**config.mk**
```make
export PLATFORM = sky130hd
export DESIGN_NAME = acs_scheduler
export DESIGN_NICKNAME = d
export VERILOG_FILES = /design/src/include/acs_pkg.sv /design/src/rtl/acs_scheduler.sv
export VERILOG_INCLUDE_DIRS = /design/src /design/src/include
export SDC_FILE = /design/constraint.sdc
export NUM_CORES = 1
export LEC_CHECK = 0
export BUFFER_PORTS_ARGS = -buffer_cell sky130_fd_sc_hd__buf_2
export CORE_AREA = 2 2 114 116
export DETAILED_ROUTE_END_ITERATION = 6
export DIE_AREA = 0 0 116 118
export PLACE_DENSITY = 0.87
export REMOVE_ABC_BUFFERS = 1
export SYNTH_ARGS = -nofsm -noshare
export SYNTH_HDL_FRONTEND = slang
export SYNTH_SLANG_ARGS = --single-unit
```
**constraint.sdc**
```tcl
create_clock -name clk -period 14.3 [get_ports clk]
set_input_delay 0.715 -clock clk [delete_from_list [all_inputs] [get_ports clk]]
set_output_delay 0.715 -clock clk [all_outputs]
set_load 0.1 [all_outputs]
```
**src/include/acs_defs.svh**
```systemverilog
`ifndef ACS_DEFS_SVH
`define ACS_DEFS_SVH

`define ACS_TIMER_W 8
`define ACS_TIMER_RESET 8'h00
`define ACS_CODE_LSB 0
`define ACS_CODE_W 3
`define ACS_CHEN_LSB 4
`define ACS_CHEN_W 4
`define ACS_RES_W 12
`define ACS_CLK_MHZ 125
`define ACS_WAKE_NS 1000
`define ACS_WAKE_CYC ((`ACS_WAKE_NS * `ACS_CLK_MHZ + 999) / 1000)
`define ACS_IV1_US 125
`define ACS_IV2_US 250
`define ACS_IV3_US 500
`define ACS_IV4_US 1000
`define ACS_IV5_US 2000
`define ACS_IV6_US 4000
`define ACS_IV7_US 8000

`endif

```
**src/include/acs_pkg.sv**
```systemverilog
`include "acs_defs.svh"

package acs_pkg;

    typedef enum logic [1:0] {
        S_OFF = 2'h0,
        S_WAKE = 2'h1,
        S_CONV = 2'h3,
        S_DOWN = 2'h2
    } acs_state_t;

    typedef struct packed {
        logic [`ACS_RES_W-1:0] high;
        logic [`ACS_RES_W-1:0] low;
    } acs_limit_t;

    typedef struct packed {
        logic done;
        logic [`ACS_RES_W-1:0] data;
    } acs_conv_res_t;

    typedef struct packed {
        logic start;
        logic [1:0] channel;
    } acs_conv_req_t;

endpackage

```
**src/rtl/acs_scheduler.sv**
```systemverilog
`include "acs_defs.svh"

module acs_scheduler #(
    parameter int unsigned INTERVAL_US [1:7] = '{
        `ACS_IV1_US, `ACS_IV2_US, `ACS_IV3_US, `ACS_IV4_US,
        `ACS_IV5_US, `ACS_IV6_US, `ACS_IV7_US}
) (
    input wire logic clk,
    input wire logic rst_n,
    input wire logic timer_wr,
    input wire logic [`ACS_TIMER_W-1:0] timer_wr_data,
    input wire logic [7:0] config_reg,
    input wire acs_pkg::acs_limit_t limits,
    input wire acs_pkg::acs_conv_res_t conv_res,
    output logic [`ACS_TIMER_W-1:0] auto_interval_select,
    output acs_pkg::acs_conv_req_t conv_req,
    output logic power_up,
    output logic auto_active,
    output logic result_valid,
    output logic [`ACS_RES_W-1:0] result_data,
    output logic out_of_range
);
    import acs_pkg::*;

    // Interval length in clocks for a nonzero code
    function automatic logic [31:0] interval_cyc(input logic [2:0] code);
        logic [31:0] us;
        us = 32'h1;
        if (code != 3'h0) begin
            us = 32'(INTERVAL_US[code]);
        end
        return us * 32'(`ACS_CLK_MHZ);
    endfunction

    // Next enabled channel above last, else lowest enabled
    function automatic logic [1:0] pick_ch(input logic [3:0] en,
                                           input logic [1:0] last);
        logic [1:0] lo;
        logic [1:0] hi;
        logic found;
        lo = 2'h0;
        hi = 2'h0;
        found = 1'b0;
        for (int i = 3; i >= 0; i--) begin
            if (en[i]) begin
                lo = 2'(i);
            end
            if (en[i] && (2'(i) > last)) begin
                hi = 2'(i);
                found = 1'b1;
            end
        end
        return found ? hi : lo;
    endfunction

    acs_state_t state;
    acs_state_t next_state;
    logic [31:0] cnt;
    logic [7:0] wake_cnt;
    logic [1:0] last_ch;
    logic tick;

    wire [2:0] code = auto_interval_select[`ACS_CODE_LSB +: `ACS_CODE_W];
    wire active = (code != 3'h0);
    wire [3:0] chen = config_reg[`ACS_CHEN_LSB +: `ACS_CHEN_W];
    wire cnt_last = (cnt == interval_cyc(code) - 32'h1);
    wire wake_last = (wake_cnt == 8'(`ACS_WAKE_CYC - 1));
    wire [1:0] next_ch = pick_ch(chen, last_ch);
    wire go = tick && (chen != 4'h0);
    wire conv_end = (state == S_CONV) && conv_res.done;
    wire violation = (conv_res.data > limits.high) ||
                     (conv_res.data < limits.low);

    always_comb begin
        next_state = state;
        unique case (state)
            S_OFF: begin
                if (go) begin
                    next_state = S_WAKE;
                end
            end
            S_WAKE: begin
                if (wake_last) begin
                    next_state = S_CONV;
                end
            end
            S_CONV: begin
                if (conv_res.done) begin
                    next_state = S_DOWN;
                end
            end
            S_DOWN: begin
                next_state = S_OFF;
            end
        endcase
    end

    // Timer register, full byte kept for readback
    always_ff @(posedge clk or negedge rst_n) begin
        if (!rst_n) begin
            auto_interval_select <= `ACS_TIMER_RESET;
        end else if (timer_wr) begin
            auto_interval_select <= timer_wr_data;
        end
    end

    // Interval counter, restarted by each write
    always_ff @(posedge clk or negedge rst_n) begin
        if (!rst_n) begin
            cnt <= 32'h0;
            tick <= 1'b0;
            auto_active <= 1'b0;
        end else begin
            auto_active <= active;
            tick <= active && cnt_last && !timer_wr;
            if (!active || timer_wr || cnt_last) begin
                cnt <= 32'h0;
            end else begin
                cnt <= cnt + 32'h1;
            end
        end
    end

    always_ff @(posedge clk or negedge rst_n) begin
        if (!rst_n) begin
            state <= S_OFF;
        end else begin
            state <= next_state;
        end
    end

    // Wake-up delay and channel pointer
    always_ff @(posedge clk or negedge rst_n) begin
        if (!rst_n) begin
            wake_cnt <= 8'h0;
            last_ch <= 2'h3;
        end else begin
            wake_cnt <= (state == S_WAKE) ? wake_cnt + 8'h1 : 8'h0;
            if (!active && state == S_OFF) begin
                last_ch <= 2'h3;
            end else if (state == S_OFF && go) begin
                last_ch <= next_ch;
            end
        end
    end

    // Converter power and start request
    always_ff @(posedge clk or negedge rst_n) begin
        if (!rst_n) begin
            power_up <= 1'b0;
            conv_req <= '0;
        end else begin
            conv_req.start <= (state == S_WAKE) && wake_last;
            if (state == S_OFF && go) begin
                power_up <= 1'b1;
                conv_req.channel <= next_ch;
            end else if (conv_end) begin
                power_up <= 1'b0;
            end
        end
    end

    // Result capture and limit check
    always_ff @(posedge clk or negedge rst_n) begin
        if (!rst_n) begin
            result_valid <= 1'b0;
            result_data <= '0;
            out_of_range <= 1'b0;
        end else begin
            result_valid <= conv_end;
            if (conv_end) begin
                result_data <= conv_res.data;
                out_of_range <= violation;
            end
        end
    end
endmodule

```
* After elaboration in Yosys (flattened, before gate mapping) *
Memories as Yosys holds them, arrays and structs flattened.
Cells that the tools add are included.

operators by class
  bitwise logic cells = 1
  div/mod/pow operators = 0
  multipliers = 1
  eq/ne operators = 8
  $add $sub $neg = 3
  reductions and logical operators = 22
  shift-type cells = 0
  muxes and demuxes = 26
  order comparisons = 7

operators with widths
  operator                                                               count
  32-bit 2-to-1 mux                                                      4
  32-bit by 1-bit adder with 32-bit output (second input constant)       1
  32-bit == test                                                         1
  32-bit by 7-bit multiplier with 32-bit output (second input constant)  1
  32-bit by 1-bit subtractor with 32-bit output (second input constant)  1
  2-bit 2-to-1 mux                                                       14
  12-bit > comparator                                                    1
  12-bit < comparator                                                    1
  1-bit logical AND                                                      11
  8-bit by 1-bit adder with 8-bit output (second input constant)         1
  8-bit by 7-bit == test with 1-bit output (second input constant)       1
  8-bit 2-to-1 mux                                                       1
  2-bit one-hot mux with 4 select lines                                  1
  1-bit 2-to-1 mux                                                       6
  2-bit inequality test (second input constant)                          3
  2-bit == test (second input constant)                                  2
  4-bit greater-or-equal comparator (second input constant)              1
  1-bit by 2-bit > comparator with 1-bit output (first input constant)   2
  2-bit > comparator (first input constant)                              2
  3-bit NOT with 4-bit output                                            1
  2-bit nonzero test                                                     2
  4-bit nonzero test                                                     1
  1-bit logical OR                                                       3
  3-bit AND reduction                                                    1
  4 further kinds                                                        5

word-level totals
  register bits = 72
  bits in writable memories = 0
  output and inout bits = 27
  memories kept = 1
  logic and storage cells = 82
  latch bits = 0
  memory bits (read-only) = 256
  input bits = 56

memory list
  memory            words  width  rd ports  clocked after Yosys merged registers in  wr ports  RTL line             source
  (name not given)  8      32     1         0                                        0         acs_scheduler.sv:30  us = 32'(INTERVAL_US[code]);

* Logic depth before layout (Yosys ltp) *
  word-level depth = 10
  mapped depth = 23
  depth with buffers taken out = 21

* Worst setup path after synthesis *
OpenSTA, ideal clock, no wires.

  path kind = register to register
  start = reg auto_interval_select[2]
  end = reg cnt[17]
  data required time = 14.156 ns
  cell stages (with the launch flop) = 22
  data arrival time = 5.979 ns
  buffers on the path = 2
  clock period less this slack = 6.123 ns
  path slack = 8.177 ns
  library setup time = 0.144 ns
  cell sequence = dfrtp_1 buf_4 clkinv_1 nand2_1 inv_1 nor2_1 inv_1 ha_1 xor2_1 fa_1 fa_1 inv_1 fa_1 ha_1 nand2_1 a21boi_0 o311ai_0 a211oi_1 nand4b_1 a2111oi_4 buf_6 nor3_1

between the ends
  elaborated cells on any way between the ends = 13
  those cells by class = add/sub (1); mul (1); eq/ne (1); mux (4); bitwise (1); reduce/logical (4); memory (1)

RTL lines
  what                                           RTL line              source
  start: declaration                             acs_scheduler.sv:15   output logic [`ACS_TIMER_W-1:0] auto_interval_select,
  start signal: assignment                       acs_scheduler.sv:101  auto_interval_select <= `ACS_TIMER_RESET;
  start signal: assignment                       acs_scheduler.sv:103  auto_interval_select <= timer_wr_data;
  3-bit nonzero test (*)                         acs_scheduler.sv:64   wire active = (code != 3'h0);
  via active                                     acs_scheduler.sv:64
  32-bit 2-to-1 mux                              acs_scheduler.sv:29   if (code != 3'h0) begin
  32-bit by 7-bit multiplier with 32-bit output  acs_scheduler.sv:32   return us * 32'(`ACS_CLK_MHZ);
  32-bit by 1-bit subtractor with 32-bit output  acs_scheduler.sv:66   wire cnt_last = (cnt == interval_cyc(code) - 32'h1);
  32-bit == test                                 acs_scheduler.sv:66
  1-bit logical OR (*)                           acs_scheduler.sv:116  if (!active || timer_wr || cnt_last) begin
  32-bit 2-to-1 mux (*)                          acs_scheduler.sv:116
  end signal: assignment                         acs_scheduler.sv:119  cnt <= cnt + 32'h1;
  end: declaration                               acs_scheduler.sv:58   logic [31:0] cnt;

Mark *: on every way through the listed nets, which the timed path passes. The rest lies on a longest branch. The select of a mux whose other input is x is not followed.
A chain may end at the register's enable or synchronous reset.

* Worst setup path after layout *
  start = reg auto_interval_select[2]
  end = reg cnt[7]

The elaborated chain is that of the path after synthesis.

==> flow_metrics.py <==
metrics = {
    "sta": {
        "finalMaxSlewViolations": 0,
        "grt_setup_unrepaired": "false",
        "finalHoldViolations": 0,
        "max_slew_margin_pct": 32.3,
        "fin_skew_ns": 0.0129,
        "fmax_ghz": 0.129,
        "worstMarginPinSlew_ns": 0.990,
        "finalSetupTns_ns": 0,
        "setup_viol": 0,
        "period_minus_slack_ns": 7.73,
        "fin_crit_sh_pct": 54.1,
    },
    "critical_path": {
        "startpoint_type": "flop",
        "worst_path_max_delay_cell": "dfrtp_1",
        "reg2reg_from": "auto_interval_select[2]",
        "critPathLaunch": "auto_interval_select[2]",
        "cp.arrival_ns": 7.93,
        "crit_path_max_incr_delay_ns": 0.91,
        "worst_r2r_endpoint": "cnt[7]",
        "rrSetupSlack_ns": 6.57,
        "crit_end": "cnt[7]",
        "critPathKind": "reg -> reg",
        "cp_cell_sequence": "clkinv_1 -> nand2_1 -> inv_1 -> nor2_1 -> inv_1 -> ha_1 -> xor2_1 -> fa_1 -> fa_1 -> inv_1 -> fa_1 -> ha_1 -> nand2_1 -> a21boi_0 -> o311ai_0 -> a211oi_1 -> nand4b_1 -> a2111oi_4 -> buf_4 -> nor3_1",
        "worst-path-max-fanout": 25,
        "worstPathRequired_ns": 14.50,
        "cp-end-kind": "flop",
        "reg2reg_depth": 20,
    },
    "power_and_ir_drop": {
        "p_sw_w": 0.000479,
        "leakage_nw": 3.72,
        "pwr-share-clk_pct": 22.6,
        "p_comb_share_pct": 58.0,
        "pwr-share-seq_pct": 19.4,
        "peakVddDrop_mv": 0.0834,
        "powerDensity_nw_per_um2": 146,
        "internal_power_w": 0.000617,
        "switching_share_pct": 43.7,
        "p_total_w": 0.00110,
    },
    "synth": {
        "synthAdderAreaFrac_pct": 22.4,
        "ys_async_sr_fraction_pct": 100,
        "synth_area_per_cell_um2": 9.19,
        "synth-compound-area-share_pct": 12.3,
        "muxShareOfSynthArea_pct": 4.37,
        "synth_cell_type_count": 67,
        "synth-main-ff-cell": "dfrtp_1",
        "yosysSeqAreaShare_pct": 27.0,
        "synth_top_family_by_area": "adder cells",
        "syn_area_um2": 6670,
        "ys_ff_latch": 72,
        "postSynthCellCount": 726,
        "synth-simple-area-share_pct": 17.6,
        "synth_edf_count": 0,
        "synthXorXnorAreaFrac_pct": 9.58,
        "ys_warn_count": 0,
    },
    "grt": {
        "grt_pass1_wl_mm": 25.4,
        "grt_use_total_pct": 23.0,
        "antenna_found_initial": 0,
        "grt_max_degree": 73,
        "grt.overflow.total": 0,
        "grt_pass1_vias": 5367,
    },
    "floorplanning": {
        "core_um2": 12400,
        "ios": 83,
        "dieArea_um2": 13700,
        "start_util_pct": 53.7,
        "die_height_um": 118,
        "row_count": 41,
        "die_w_um": 116,
    },
    "routing": {
        "drtAntennaViolNets": 0,
        "drtPass1Iterations": 5,
        "vias": 5570,
        "via_per_inst": 5.75,
        "remaining_drc_errors": 0,
        "wl_mm": 15.5,
        "drt_iter0_markers": 431,
        "wl_per_cell_um": 16.0,
    },
    "clock_tree": {
        "clock_tree.buffer_depth": 2,
        "cts_sinks": 72,
        "cts-root-buf": "clkbuf_16",
        "cts_resized": 0,
        "cts_setup_buffers": 0,
        "clk_latency_ns": 0.35,
        "htree_levels": 3,
        "tritoncts": "done",
        "holdBufCountCts": 0,
        "clkTransAtPathRegs_ns": 0.06,
        "cts_buffers": 9,
    },
    "finish": {
        "fin_nets": 953,
        "area_growth_pct": 12.2,
        "fillCellCount": 1035,
        "drive_gt1_share_pct": 17.8,
        "n_antenna_cell": 0,
        "final_core_util_pct": 60.3,
    },
    "placement": {
        "port_buffers": 78,
        "gp_congestion": 0.928,
        "hpwl_mm": 11.7,
    },
    "hold_path": {
        "hold_path_class": "reg -> reg",
    },
    "job": {
        "cap_violations": 0,
    },
    "run_status": {
        "status": "finished clean",
    },
}
[worst min path at each step]
stage,from,endpoint,slack (ns),depth (start not counted)
finish,power_up,power_up,0.47,1
global placement,power_up,power_up,0.45,1
floorplan,rst_n,auto_active,0.42,0
global route,power_up,power_up,0.52,1
CTS,power_up,power_up,0.48,1
detailed placement,power_up,power_up,0.46,1
[registers in the layout, indices dropped and copies added, names as in the netlist]
signal and count:
cnt 32, result_data 12, auto_interval_select 8, wake_cnt 8, conv_req 3, last_ch 2
state 2, auto_active 1, out_of_range 1, power_up 1, result_valid 1, tick 1
[worst max-delay path: cells and delay by family, from the launching register on]
family	cells	cell delay (ns)
AOI/OAI and AO/OA	4	1.98
xor gates and xnor gates	1	0.21
adders and majority gates	5	2.06
buffers and inverters	5	1.28
DFF	1	0.91
and+or+nand+nor	5	1.14
[layout by cell type (no fill, tap or decap), types with 6 or more instances in the layout]
cell type,count
fa_1,22
xor2_1,34
dfrtp_1,70
a21oi_1,22
nand4_1,20
nor4_1,7
ha_1,84
a31oi_1,7
xnor2_1,39
buf_2,78
a211oi_1,9
inv_1,81
o211ai_1,6
nand3_1,25
nand2b_1,6
nor3_2,8
clkbuf_16,9
and3_1,8
o21ai_0,17
a21o_1,18
nor3_1,20
nand2_1,46
mux2_2,21
nor2_1,52
[cell families after synthesis]
group	after synthesis
adder cells (fa/ha/maj)	106
XOR/XNOR	73
buffers and inverters	110
AO/OA/AOI/OAI	114
multiplexers	26
flip-flops	72
AND/OR/NAND/NOR	225
[power by group through the flow]
stage | registers, W | clock network, W | logic [W]
2_1_floorplan | 0.000234 | 0 | 0.000452
3_3_place_gp | 0.000216 | 0 | 0.000595
3_5_place_dp | 0.000216 | 0 | 0.000616
4_1_cts | 0.000212 | 0.000249 | 0.000621
5_1_grt | 0.000213 | 0.000258 | 0.000692
6_report | 0.000213 | 0.000247 | 0.000636
[cell type report]
| type | instances | area, um2 | area share, % |
|---|---|---|---|
| clock buffers | 10 | 229 | 3.06 |
| flip-flops and latches | 72 | 1800 | 24.1 |
| repair buffers | 82 | 420 | 5.62 |
| well taps | 172 | 215 | 2.87 |
| clock inverters | 6 | 90.1 | 1.20 |
| inverters | 82 | 308 | 4.11 |
| multi-input cells | 544 | 4420 | 59.0 |
[routing by layer]
layer,vias up,track usage [%],part of all wire [%]
met2,191,38.0,49
met1,2703,31.2,44
li1,2650,-,-
met4,0,5.28,1.4
met3,26,4.17,5.8
met5,-,0,0
[synthesized netlist by cell type (all sizes together), types with 3 or more instances]
cell type	number	area (um2)
fa	22	440
nand3	25	125
a211oi	9	67.6
ha	84	1050
or2	4	25.0
nand4	20	125
a21oi	23	119
and4	5	43.8
nor3b	3	22.5
buf	7	62.6
nand2b	6	37.5
xor2	34	298
dfrtp	70	1750
inv	81	304
and2	3	20.0
mux2i	4	40.0
nand2	46	173
clkbuf	21	78.8
nor3	28	180
o211ai	6	45.0
o21ai	17	85.1
mux2	22	251
a31oi	7	43.8
nor2	52	195
and3	8	50.1
or3	5	31.3
o21a	3	22.5
a2111oi	5	62.6
xnor2	39	342
nor4	7	43.8
nand3b	3	22.5
nor2b	3	18.8
a21o	18	135
[per-stage QoR]
step	setup WS, ns	hold slack (ns)	area, um2	instances
floorplan	7.29	0.419	6530	698
global placement	6.91	0.454	7170	952
detailed placement	6.78	0.463	7170	952
CTS	6.78	0.477	7490	968
global route	6.09	0.517	7490	968
finish	6.57	0.471	7490	968
No activity file was read; power rests on OpenSTA's default activity.
